--- config.mk ---
export PLATFORM = sky130hd
export DESIGN_NAME = remc_codec
export DESIGN_NICKNAME = d
export VERILOG_FILES = /design/src/logic/remc_pkg.sv /design/src/logic/remc_codec.sv /design/src/logic/remc_fifo.sv
export SDC_FILE = /design/constraint.sdc
export NUM_CORES = 2
export LEC_CHECK = 0
export BUFFER_PORTS_ARGS = -buffer_cell sky130_fd_sc_hd__buf_2
export CAP_MARGIN = 0
export CORE_ASPECT_RATIO = 1.1
export CORE_MARGIN = 2
export CORE_UTILIZATION = 59
export CTS_CLUSTER_DIAMETER = 120
export DETAILED_ROUTE_END_ITERATION = 10
export PLACE_DENSITY_LB_ADDON = 0.1
export RECOVER_POWER = 25
export SLEW_MARGIN = 40
export SYNTH_ARGS = -nofsm -noshare
export SYNTH_HDL_FRONTEND = slang
export SYNTH_SLANG_ARGS = --single-unit
export TNS_END_PERCENT = 30
--- constraint.sdc ---
create_clock -name MCLK_IN -period 44.1 [get_ports MCLK_IN]
set_input_delay 4.41 -clock MCLK_IN [delete_from_list [all_inputs] [get_ports MCLK_IN]]
set_output_delay 4.41 -clock MCLK_IN [all_outputs]
set_load 0.02 [all_outputs]
--- src/logic/remc_pkg.sv ---
// Constants for the radio event message codec.
// Assumes a single system clock and a byte-wide message stream on both sides.
package remc_pkg;
   localparam logic [7:0] OP_CALL      = 8'h20;
   localparam logic [7:0] OP_IND       = 8'h21;
   localparam logic [7:0] OP_BACKLIGHT = 8'h22;
   localparam logic [7:0] OP_BRIGHT    = 8'h23;
   localparam logic [7:0] OP_ALERT     = 8'h24;
   localparam logic [7:0] OP_ERRLOG    = 8'h25;
   localparam logic [7:0] OP_BURST     = 8'h27;
   localparam logic [7:0] OP_SQUELCH   = 8'h29;
   localparam logic [3:0] LEN_SHORT    = 4'hF;
   localparam logic [7:0] LEN_LONG     = 8'hFF;
   localparam logic [4:0] LONG_MIN     = 5'h0F;
   localparam logic [6:0] T_VOID       = 7'h00;
   localparam logic [6:0] T_BYTE       = 7'h01;
   localparam logic [6:0] T_CHAR       = 7'h02;
   localparam logic [6:0] T_BOOL       = 7'h03;
   localparam logic [6:0] T_SHORT      = 7'h04;
   localparam logic [6:0] T_INT        = 7'h05;
   localparam logic [6:0] T_TPTR       = 7'h06;
   localparam logic [6:0] T_HPTR       = 7'h07;
   localparam logic [7:0] BOOL_TRUE    = 8'h01;
   localparam logic [2:0] PKT_MIN      = 3'h1;
   localparam logic [2:0] PKT_MAX      = 3'h4;
   localparam logic [2:0] BLK_BYTES    = 3'h6;
   localparam logic [7:0] ACT_STOP     = 8'h00;
   localparam logic [7:0] ACT_START    = 8'h01;
   localparam logic [7:0] SQ_MAX_TYPE  = 8'h04;
   localparam logic [1:0] IND_MAX      = 2'h3;
   localparam logic [1:0] LEVEL_MAX    = 2'h3;
   localparam int         BC_COUNT     = 7;
   localparam int         BC_IND       = 0;
   localparam int         BC_BACK      = 1;
   localparam int         BC_BRIGHT    = 2;
   localparam int         BC_ALERT     = 3;
   localparam int         BC_ERR       = 4;
   localparam int         BC_BURST     = 5;
   localparam int         BC_SQ        = 6;
endpackage

--- src/logic/remc_codec.sv ---
// Radio event message codec: parses remote call requests, builds replies and broadcasts.
// Assumes the link layer delivers request bytes one per cycle with a frame-end flag
// (checksum already removed and checked) and adds the checksum to outgoing frames.
`timescale 1ns/1ps
`default_nettype none
module remc_codec #(
   parameter int          MEM_BYTES = 64,
   parameter int          MAX_PASS  = 32,
   parameter int          MAX_RET   = 32,
   parameter int          IND_MAX_N = 4,
   parameter int          FIFO_D    = 4
) (
   input  wire logic                    MCLK_IN,
   input  wire logic                    RESETN_IN,
   // Request byte stream from link
   input  wire logic [7:0]              RX_DATA_IN,
   input  wire logic                    RX_VALID_IN,
   input  wire logic                    RX_LAST_IN,
   // Function execution handshake
   output logic                         CALL_START_OUT,
   output logic [7:0]                   CALL_FUNC_OUT,
   output logic [15:0]                  CALL_PTR_OUT,
   input  wire logic                    CALL_DONE_IN,
   // Broadcast enables and events
   input  wire logic [6:0]              BC_ENABLE_IN,
   input  wire logic [6:0]              BC_EVENT_IN,
   input  wire logic [IND_MAX_N*8-1:0]  IND_TYPES_IN,
   input  wire logic [IND_MAX_N*2-1:0]  IND_STATES_IN,
   input  wire logic [2:0]              IND_COUNT_IN,
   input  wire logic [1:0]              BACKLIGHT_IN,
   input  wire logic [1:0]              BRIGHT_IN,
   input  wire logic                    ALERT_START_IN,
   input  wire logic [7:0]              ALERT_TYPE_IN,
   input  wire logic [23:0]             ERRLOG_IN,
   input  wire logic [15:0]             SILENT_MS_IN,
   input  wire logic [15:0]             PREAMBLES_IN,
   input  wire logic [2:0]              PACKETS_IN,
   input  wire logic [7:0]              DATALEN_IN,
   output logic                         BURST_RD_OUT,
   input  wire logic [7:0]              BURST_DATA_IN,
   input  wire logic                    SQ_START_IN,
   input  wire logic [7:0]              SQ_TYPE_IN,
   input  wire logic [7:0]              SQ_CODE_IN,
   // Outgoing byte stream to link
   output logic [7:0]                   TX_DATA_OUT,
   output logic                         TX_VALID_OUT,
   output logic                         TX_FIRST_OUT,
   input  wire logic                    TX_READY_IN,
   output logic                         CALL_ERROR_OUT
);
   localparam int AW = $clog2(MEM_BYTES);
   initial begin
      if (MAX_PASS + MAX_RET > MEM_BYTES || IND_MAX_N < 1 || IND_MAX_N > 7) begin
         $error("remc_codec parameters out of range");
      end
   end

   typedef enum logic [8:0] {
      S_IDLE  = 9'h001, S_FUNC = 9'h002, S_PHDR = 9'h004, S_PDAT = 9'h008,
      S_EXEC  = 9'h010, S_RHDR = 9'h020, S_WAIT = 9'h040, S_BCAST = 9'h080,
      S_DRAIN = 9'h100
   } remc_state_t;
   remc_state_t state;

   // Parsed parameter table, one slot per parameter
   localparam int NP = 8;
   logic [7:0]  p_hdr  [NP];
   logic [15:0] p_val  [NP];
   logic [15:0] p_ret  [NP];
   logic [15:0] p_addr [NP];
   logic [7:0]  pram   [MEM_BYTES];
   logic [2:0]  np;
   logic [2:0]  pidx;
   logic [15:0] cnt;
   logic [15:0] plen;
   logic [AW:0] alloc;
   logic [7:0]  func;
   logic        bad;
   logic [9:0]  olen;
   logic [9:0]  opos;
   logic [2:0]  next_cur;
   logic [6:0]  pend;
   logic [2:0]  cur;
   logic [7:0]  ob;
   logic        ob_first;
   logic        ob_valid;
   logic        f_ready;
   logic        f_valid;
   logic [7:0]  f_data;
   logic        burst_sel;

   // Byte count of one parameter's data as sent by the host, for every type but T_HPTR (sized by the parser)
   function automatic logic [15:0] fixed_len(input logic [6:0] t);
      if (t == remc_pkg::T_BYTE || t == remc_pkg::T_CHAR) begin
         fixed_len = 16'h0001;
      end else if (t == remc_pkg::T_VOID) begin
         fixed_len = 16'h0000;
      end else begin
         fixed_len = 16'h0002;
      end
   endfunction

   // Reply length: function byte plus each reported parameter
   logic [9:0] reply_len;
   always_comb begin
      reply_len = 10'h001;
      for (int i = 0; i < NP; i++) begin
         if (i < np && p_hdr[i][7]) begin
            if (p_hdr[i][6:0] == remc_pkg::T_HPTR) begin
               reply_len = reply_len + 10'(5) + 10'(p_ret[i]);
            end else begin
               reply_len = reply_len + 10'(1) + 10'(fixed_len(p_hdr[i][6:0]));
            end
         end
      end
   end

   // Request parser and executor
   always_ff @(posedge MCLK_IN) begin
      if (!RESETN_IN) begin
         state <= S_IDLE; np <= '0; pidx <= '0; cnt <= '0; plen <= '0;
         alloc <= '0; func <= '0; bad <= 1'b0; CALL_START_OUT <= 1'b0; cur <= '0;
         CALL_FUNC_OUT <= '0; CALL_PTR_OUT <= '0; CALL_ERROR_OUT <= 1'b0;
         for (int i = 0; i < NP; i++) begin
            p_hdr[i] <= '0; p_val[i] <= '0; p_ret[i] <= '0; p_addr[i] <= '0;
         end
      end else begin
         CALL_START_OUT <= 1'b0;
         case (state)
            S_IDLE: begin
               if (RX_VALID_IN && RX_DATA_IN == remc_pkg::OP_CALL && !RX_LAST_IN) begin
                  state <= S_FUNC; np <= '0; alloc <= '0; bad <= 1'b0;
                  CALL_ERROR_OUT <= 1'b0;
               end else if (pend != '0) begin
                  state <= S_BCAST;
                  cur <= next_cur;
               end
            end
            S_FUNC: begin
               if (RX_VALID_IN) begin
                  func <= RX_DATA_IN;
                  state <= RX_LAST_IN ? S_EXEC : S_PHDR;
               end
            end
            S_PHDR: begin
               if (RX_VALID_IN) begin
                  p_hdr[np] <= RX_DATA_IN;
                  p_val[np] <= '0; p_ret[np] <= '0; cnt <= '0;
                  p_addr[np] <= 16'(alloc);
                  plen <= fixed_len(RX_DATA_IN[6:0]);
                  if ((RX_DATA_IN[6:0] == remc_pkg::T_VOID && np != '0) ||
                      RX_DATA_IN[6:0] > remc_pkg::T_HPTR) begin
                     bad <= 1'b1;
                  end
                  if (RX_DATA_IN[6:0] == remc_pkg::T_HPTR) begin
                     plen <= 16'h0004;
                  end
                  if (RX_LAST_IN) begin
                     np <= np + 1'b1; state <= S_EXEC;
                  end else if (RX_DATA_IN[6:0] != remc_pkg::T_VOID) begin
                     state <= S_PDAT;
                  end else begin
                     np <= np + 1'b1;
                  end
               end
            end
            S_PDAT: begin
               if (RX_VALID_IN) begin
                  cnt <= cnt + 16'h0001;
                  if (p_hdr[np][6:0] == remc_pkg::T_HPTR && cnt < 16'h0002) begin
                     p_ret[np] <= {p_ret[np][7:0], RX_DATA_IN};
                  end else if (p_hdr[np][6:0] == remc_pkg::T_HPTR && cnt < 16'h0004) begin
                     p_val[np] <= {p_val[np][7:0], RX_DATA_IN};
                     if (cnt == 16'h0003) begin
                        plen <= 16'h0004 + {p_val[np][7:0], RX_DATA_IN};
                        if ({p_val[np][7:0], RX_DATA_IN} > 16'(MAX_PASS) ||
                            p_ret[np] > 16'(MAX_RET)) begin
                           bad <= 1'b1;
                        end
                        alloc <= alloc + (AW+1)'(MAX_RET);
                     end
                  end else if (p_hdr[np][6:0] == remc_pkg::T_HPTR) begin
                     if (!bad) begin
                        pram[AW'(p_addr[np] + cnt - 16'h0004)] <= RX_DATA_IN;
                     end
                  end else begin
                     p_val[np] <= {p_val[np][7:0], RX_DATA_IN};
                  end
                  if (RX_LAST_IN || (cnt + 16'h0001 == plen && !(cnt == 16'h0003 &&
                      {p_val[np][7:0], RX_DATA_IN} != 16'h0000))) begin
                     np <= np + 1'b1;
                     state <= RX_LAST_IN ? S_EXEC : S_PHDR;
                     if (cnt + 16'h0001 != plen || np == 3'(NP-1)) begin
                        bad <= 1'b1;
                     end
                  end
               end
            end
            S_EXEC: begin
               // Host waits for the reply before the next request
               if (bad) begin
                  CALL_ERROR_OUT <= 1'b1; state <= S_IDLE;
               end else begin
                  CALL_FUNC_OUT <= func; CALL_START_OUT <= 1'b1;
                  CALL_PTR_OUT <= p_addr[0];
                  state <= S_WAIT;
               end
            end
            S_WAIT: state <= CALL_DONE_IN ? S_RHDR : S_WAIT;
            S_RHDR, S_BCAST: begin
               if (ob_valid && f_ready && opos + 10'h001 == olen) begin
                  state <= S_IDLE;
               end
            end
            default: state <= S_IDLE;
         endcase
      end
   end

   // Broadcast pending flags, set wins over clear
   always_ff @(posedge MCLK_IN) begin
      if (!RESETN_IN) begin
         pend <= '0;
      end else begin
         for (int i = 0; i < remc_pkg::BC_COUNT; i++) begin
            if (BC_EVENT_IN[i] && BC_ENABLE_IN[i]) begin
               pend[i] <= 1'b1;
            end else if (state == S_BCAST && cur == 3'(i) && ob_valid && f_ready &&
                         opos + 10'h001 == olen) begin
               pend[i] <= 1'b0;
            end
         end
      end
   end

   // Lowest pending broadcast is sent first
   always_comb begin
      next_cur = '0;
      for (int i = remc_pkg::BC_COUNT - 1; i >= 0; i--) begin
         if (pend[i]) begin
            next_cur = 3'(i);
         end
      end
   end

   // Frame length, excluding header bytes
   logic [9:0] bc_len;
   always_comb begin
      case (cur)
         3'(remc_pkg::BC_IND):  bc_len = 10'h002 + 10'({IND_COUNT_IN, 1'b0});
         3'(remc_pkg::BC_BACK): bc_len = 10'h002;
         3'(remc_pkg::BC_BRIGHT): bc_len = 10'h002;
         3'(remc_pkg::BC_ALERT): bc_len = 10'h003;
         3'(remc_pkg::BC_ERR):  bc_len = 10'h004;
         3'(remc_pkg::BC_BURST): bc_len = 10'h007 + 10'(remc_pkg::BLK_BYTES) *
                                 (10'(PACKETS_IN) + 10'(DATALEN_IN));
         default:               bc_len = 10'h004;
      endcase
   end

   // Frame byte generator
   logic [9:0]  body_len;
   logic [9:0]  k;
   logic        is_long;
   logic [7:0]  opcode;
   always_comb begin
      body_len = (state == S_BCAST) ? bc_len : reply_len + 10'h001;
      opcode = OP_of(cur);
      if (state != S_BCAST) begin
         opcode = remc_pkg::OP_CALL;
      end
      is_long = body_len >= 10'(remc_pkg::LONG_MIN);
      k = opos - (is_long ? 10'h003 : 10'h001);
      ob_first = opos == '0;
      ob = '0;
      burst_sel = 1'b0;
      if (opos == '0) begin
         ob = is_long ? remc_pkg::LEN_LONG : {remc_pkg::LEN_SHORT, body_len[3:0]};
      end else if (is_long && opos == 10'h001) begin
         ob = {6'h00, body_len[9:8]};
      end else if (is_long && opos == 10'h002) begin
         ob = body_len[7:0];
      end else if (k == '0) begin
         ob = opcode;
      end else if (state != S_BCAST) begin
         ob = reply_byte(k - 10'h001);
      end else begin
         case (cur)
            3'(remc_pkg::BC_IND): begin
               if (k == 10'h001) ob = {5'h00, IND_COUNT_IN};
               else if (k <= 10'(IND_COUNT_IN) + 10'h001)
                  ob = IND_TYPES_IN[8*(k-10'h002) +: 8];
               else
                  ob = {6'h00, IND_STATES_IN[2*(k-10'h002-10'(IND_COUNT_IN)) +: 2]};
            end
            3'(remc_pkg::BC_BACK):   ob = {6'h00, BACKLIGHT_IN};
            3'(remc_pkg::BC_BRIGHT): ob = {6'h00, BRIGHT_IN};
            3'(remc_pkg::BC_ALERT):
               ob = (k == 10'h001) ? (ALERT_START_IN ? remc_pkg::ACT_START
                                      : remc_pkg::ACT_STOP) : ALERT_TYPE_IN;
            3'(remc_pkg::BC_ERR):    ob = ERRLOG_IN[8*(3-k) +: 8];
            3'(remc_pkg::BC_BURST): begin
               if (k <= 10'h002)      ob = SILENT_MS_IN[8*(2-k) +: 8];
               else if (k <= 10'h004) ob = PREAMBLES_IN[8*(4-k) +: 8];
               else if (k == 10'h005) ob = {5'h00, PACKETS_IN};
               else if (k == 10'h006) ob = DATALEN_IN;
               else begin
                  ob = BURST_DATA_IN; burst_sel = 1'b1;
               end
            end
            default:
               ob = (k == 10'h001) ? (SQ_START_IN ? remc_pkg::ACT_START
                     : remc_pkg::ACT_STOP) : (k == 10'h002) ? SQ_TYPE_IN : SQ_CODE_IN;
         endcase
      end
      olen = body_len + (is_long ? 10'h003 : 10'h001);
   end

   function automatic logic [7:0] OP_of(input logic [2:0] c);
      case (c)
         3'(remc_pkg::BC_IND):    OP_of = remc_pkg::OP_IND;
         3'(remc_pkg::BC_BACK):   OP_of = remc_pkg::OP_BACKLIGHT;
         3'(remc_pkg::BC_BRIGHT): OP_of = remc_pkg::OP_BRIGHT;
         3'(remc_pkg::BC_ALERT):  OP_of = remc_pkg::OP_ALERT;
         3'(remc_pkg::BC_ERR):    OP_of = remc_pkg::OP_ERRLOG;
         3'(remc_pkg::BC_BURST):  OP_of = remc_pkg::OP_BURST;
         default:                 OP_of = remc_pkg::OP_SQUELCH;
      endcase
   endfunction

   // Reply byte j after the opcode: function number then reported parameters
   function automatic logic [7:0] reply_byte(input logic [9:0] j);
      logic [9:0] base;
      logic [9:0] rel;
      base = 10'h001;
      rel = '0;
      reply_byte = func;
      for (int i = 0; i < NP; i++) begin
         if (i < np && p_hdr[i][7] && j >= base) begin
            rel = j - base;
            if (rel == '0) reply_byte = p_hdr[i];
            else if (p_hdr[i][6:0] == remc_pkg::T_HPTR) begin
               if (rel <= 10'h002)      reply_byte = p_addr[i][8*(2-rel) +: 8];
               else if (rel <= 10'h004) reply_byte = p_ret[i][8*(4-rel) +: 8];
               else reply_byte = pram[AW'(p_addr[i] + 16'(rel) - 16'h0005)];
               base = base + 10'(5) + 10'(p_ret[i]);
               continue;
            end else if (fixed_len(p_hdr[i][6:0]) == 16'h0001) reply_byte = p_val[i][7:0];
            else reply_byte = p_val[i][8*(2-rel) +: 8];
            base = base + 10'(1) + 10'(fixed_len(p_hdr[i][6:0]));
         end else if (i < np && p_hdr[i][7]) begin
            base = base + ((p_hdr[i][6:0] == remc_pkg::T_HPTR) ? 10'(5) + 10'(p_ret[i])
                           : 10'(1) + 10'(fixed_len(p_hdr[i][6:0])));
         end
      end
   endfunction

   // Output position; one whole frame at a time
   assign ob_valid = (state == S_RHDR) || (state == S_BCAST);
   always_ff @(posedge MCLK_IN) begin
      if (!RESETN_IN) begin
         opos <= '0;
         BURST_RD_OUT <= 1'b0;
      end else begin
         BURST_RD_OUT <= ob_valid && f_ready && burst_sel;
         if (!ob_valid) begin
            opos <= '0;
         end else if (f_ready) begin
            opos <= (opos + 10'h001 == olen) ? '0 : opos + 10'h001;
         end
      end
   end

   logic [8:0] f_word;
   remc_fifo #(.WIDTH(9), .DEPTH(FIFO_D)) u_fifo (
      .clk_in       (MCLK_IN),
      .rst_n_in     (RESETN_IN),
      .wr_data_in   ({ob_first, ob}),
      .wr_valid_in  (ob_valid),
      .wr_ready_out (f_ready),
      .rd_data_out  (f_word),
      .rd_valid_out (f_valid),
      .rd_ready_in  (!TX_VALID_OUT || TX_READY_IN)
   );
   assign f_data = f_word[7:0];

   always_ff @(posedge MCLK_IN) begin
      if (!RESETN_IN) begin
         TX_VALID_OUT <= 1'b0; TX_DATA_OUT <= '0; TX_FIRST_OUT <= 1'b0;
      end else if (!TX_VALID_OUT || TX_READY_IN) begin
         TX_VALID_OUT <= f_valid;
         TX_DATA_OUT  <= f_data;
         TX_FIRST_OUT <= f_word[8];
      end
   end
endmodule
`default_nettype wire

--- src/logic/remc_fifo.sv ---
// Byte FIFO between frame builder and serial link.
// Assumes both sides on the same clock.
`timescale 1ns/1ps
`default_nettype none
module remc_fifo #(
   parameter int WIDTH = 8,
   parameter int DEPTH = 4
) (
   input  wire logic             clk_in,
   input  wire logic             rst_n_in,
   input  wire logic [WIDTH-1:0] wr_data_in,
   input  wire logic             wr_valid_in,
   output logic                  wr_ready_out,
   output logic      [WIDTH-1:0] rd_data_out,
   output logic                  rd_valid_out,
   input  wire logic             rd_ready_in
);
   localparam int AW = (DEPTH > 1) ? $clog2(DEPTH) : 1;
   initial begin
      if (DEPTH < 2 || (DEPTH & (DEPTH - 1)) != 0) begin
         $error("remc_fifo depth must be a power of two of at least 2");
      end
   end
   logic [WIDTH-1:0] mem [DEPTH];
   logic [AW:0]      wp;
   logic [AW:0]      rp;
   logic             push;
   logic             pop;
   assign wr_ready_out = (wp - rp) != (AW+1)'(DEPTH);
   assign rd_valid_out = wp != rp;
   assign push         = wr_valid_in && wr_ready_out;
   assign pop          = rd_valid_out && rd_ready_in;
   assign rd_data_out  = mem[rp[AW-1:0]];
   always_ff @(posedge clk_in) begin
      if (push) begin
         mem[wp[AW-1:0]] <= wr_data_in;
      end
   end
   always_ff @(posedge clk_in) begin
      if (!rst_n_in) begin
         wp <= '0;
         rp <= '0;
      end else begin
         if (push) begin
            wp <= wp + 1'b1;
         end
         if (pop) begin
            rp <= rp + 1'b1;
         end
      end
   end
endmodule
`default_nettype wire

==> metrics.yaml <==
synthToLayoutAreaGrowth_pct: 9.35
remaining_drc_errors: 0
final_cell_mix: "mux4_2 (1174), edfxtp_1 (874), nor2_1 (662), ha_1 (429), nand2_1 (415)"
tritoncts_clock_tree: "done"
synthesis.instances: 7855
worstHoldPathType: "reg2reg"
grt_start_max_net_pins: 84
final_period_minus_worst_setup_slack_ns: 41.76
final_antenna_net_count: 0
total_leakage_power_nw: 33.9
floorplan.die.height_um: 418
setup.worst_path.start_class: "flip-flop"
category_of_the_most_critical_setup_path: "reg2reg"
first_pass_grt_wire_length_mm: 532
commonest_non_fill_non_tap_cell_in_the_layout: "mux4_2"
placementRows: 151
fin_worst_hold_slack_ns: 0.468
dieArea_um2: 159000
area.sequential_um2: 28400
clock_latency_ns: 0.75
rrSetupSlack_ns: 2.34
clock_sinks: 980
outcome: "complete, but fails checks"
crit_path_frequent_cell: "ha_1"
floorplan.initialDensity_pct: 59.5
mappedNetlistArea_um2: 91900
track_usage_pct: 46.8
holdCritStartpoint: "TX_DATA_OUT[4]"
ir_drop_v: 0.0000829
design.final.nets: 8603
maxCapViolations: 15
worstReg2RegStart: "p_hdr[0][3]"
ctsRootBufferMaster: "clkbuf_16"
routabilityCongestion: 1.08
die_extent_in_x_um: 380
post_dr_vias_cell: 7.75
worstReg2RegEnd: "u_fifo.mem[1][4]"
final_hold_viol_count: 0
synth-seq-area-share_pct: 30.9
failing_checks: "max-capacitance violations, max-slew violations"
setup-tns-final_ns: 0
holdPathEnd: "TX_DATA_OUT[4]"
critPathCaptureType: "flip-flop"
detailedPlacementHpwl_mm: 269
synth_async_sr_flop_share_pct: 0
detail_route.first_pass.iterations: 10
io_buffers: 198
final.fill_count: 11700
ys_ff_latch: 980
cts-root-to-sink-buffers: 3
grt_antenna_before_repair: 19
cellPowerDensity_nw_per_um2: 48.7
cp.arrival_ns: 42.21
cts_buffers: 96
critPathTopFamily: "compound AO/OA/AOI/OAI gates"
ioPinCount: 213
detail_route.wirelength_mm: 377
timing.hold.worst_path_depth: 2
core-area_um2: 154000
syn-mean-instance-area_um2: 11.7
area_taken_by_multi_input_logic_gates_um2: 61600
critical_path_peak_fanout: 26
worst_r2r_path_depth: 191
worst-slew-pin-transition_ns: 3.97
number_of_enable_flip_flop_cells_after_synthesis: 874
grt_pass1_vias: 74000
layout-drive-gt1-share_pct: 26.6
cp_num_cells: 191
detail_route.iter0.violations: 12600
detail_route.wl_per_cell_um: 37.4
max_freq_mhz: 23.9
critical-path-slowest-cell: "fa_4"
setup_viol: 0
routed-via-count: 78200
maxSlewViolCount: 659
worst_clock_skew_ns: 0.0472
grt.overflow.total: 0
ys.flop_type: "edfxtp_1"
synth_warnings: 0
fin_crit_sh_pct: 94.7
cp_slowest_stage_delay_ns: 1.05
maxSlewHeadroom_pct: -165
clkTransAtPathRegs_ns: 0.07
htree_num_levels: 3
synth.distinct_cells: 132
data_required_time_at_the_worst_endpoint_ns: 44.55
cp.buffers_inverters: 21
logic make-up after synthesis:
kind of cell	count (synthesis)	synth area share [%]
buffers and inverters	844	3.56
AND/OR/NAND/NOR	2097	11.1
multiplexers	1489	32.3
XOR/XNOR	428	4.14
AO/OA/AOI/OAI	1520	10.9
flip-flops	980	30.9
adder cells (fa/ha/maj)	495	7.10
other	2	0.00817
area by class of cell:
| type | instances | area share [%] |
|---|---|---|
| Antenna cell | 11 | 0.0274 |
| Timing Repair Buffer | 513 | 3.62 |
| Sequential cell | 980 | 28.2 |
| Multi-Input combinational cell | 6054 | 61.3 |
| Inverter | 293 | 1.10 |
| Clock inverter | 69 | 0.686 |
| Clock buffer | 109 | 2.45 |
| Tap cell | 2065 | 2.57 |
Yosys cell counts, drive strengths merged (54+ instances only):
library cell / count / share of area [%]
inv: 285 / 1.2
and3: 54 / 0.37
nor2: 706 / 2.9
nor3: 207 / 1.2
a21oi: 403 / 2.2
o21bai: 60 / 0.49
buf: 153 / 0.73
and2: 135 / 0.92
nand2: 419 / 1.7
xnor2: 291 / 2.8
a211oi: 123 / 1.0
ha: 443 / 6.0
dfxtp: 106 / 2.3
edfxtp: 874 / 29
clkbuf: 398 / 1.6
a31oi: 58 / 0.39
nor2b: 133 / 0.91
o21ai: 317 / 1.7
a21o: 92 / 0.75
nand3: 124 / 0.69
mux2i: 281 / 3.1
or3: 58 / 0.40
o22ai: 60 / 0.41
xor2: 135 / 1.3
mux4: 1174 / 29
metal layers:
metal	track usage, %	wire [µm]	vias to the layer above
li1	-	-	31300
met4	36.7	37700	12
met2	69.5	164000	7067
met3	15.3	53100	1709
met1	56.4	122000	38100
met5	0.820	170	-
tightest hold or removal path, delay by kind of cell, from the launching register on:
kind | cells | cell delay (ns)
flops | 1 | 0.31
compound gates | 1 | 0.06
simple gates | 1 | 0.05
repair_timing:
| item | in CTS | in global routing |
|---|---|---|
| hold buffers | 0 | 0 |
| gates resized for setup | 6 | 70 |
| cloned | 0 | 2 |
| setup endpoints to repair | 32 | 32 |
| setup buffers | 1 | 32 |
| pin swaps | 1 | 14 |
state kept, by name, indices dropped and copies added (netlist names), 7 cells and up, named ones only:
name / flops
CALL_FUNC_OUT: 8
TX_DATA_OUT: 8
cnt: 16
func: 8
opos: 10
p_addr: 15
p_hdr: 63
p_ret: 128
p_val: 120
pend: 7
plen: 16
pram: 512
state: 8
u_fifo.mem: 36
through the flow:
step	util [%]	setup WS (ns)	std cells	power (mW)	area, µm²
floorplan	-	2.79	7877	2.62	92000
global placement	62.2	-0.225	9860	3.69	96100
detailed placement	62.5	-1.00	9867	3.72	96400
CTS	64.5	0.0488	10000	4.57	99600
global route	65.1	-0.0960	10100	4.88	100000
finish	65.1	2.34	10100	4.89	100000
power breakdown:
part | switching (mW) | internal (mW)
clock network | 0.388 | 0.468
registers | 0.0268 | 1.03
logic | 1.85 | 1.13
total | 2.26 | 2.63
worst max path at each step:
stage	from	endpoint	slack, ns
finish	p_hdr[0][3]	u_fifo.mem[1][4]	2.34
global route	p_hdr[0][4]	u_fifo.mem[1][4]	-0.1
CTS	p_hdr[0][3]	u_fifo.mem[1][4]	0.05
detailed placement	p_hdr[0][3]	u_fifo.mem[3][2]	-1.00
global placement	p_hdr[0][3]	u_fifo.mem[0][2]	-0.23
floorplan	p_hdr[0][3]	u_fifo.mem[0][3]	2.79
Note: power is estimated with default switching activity, not from simulation.
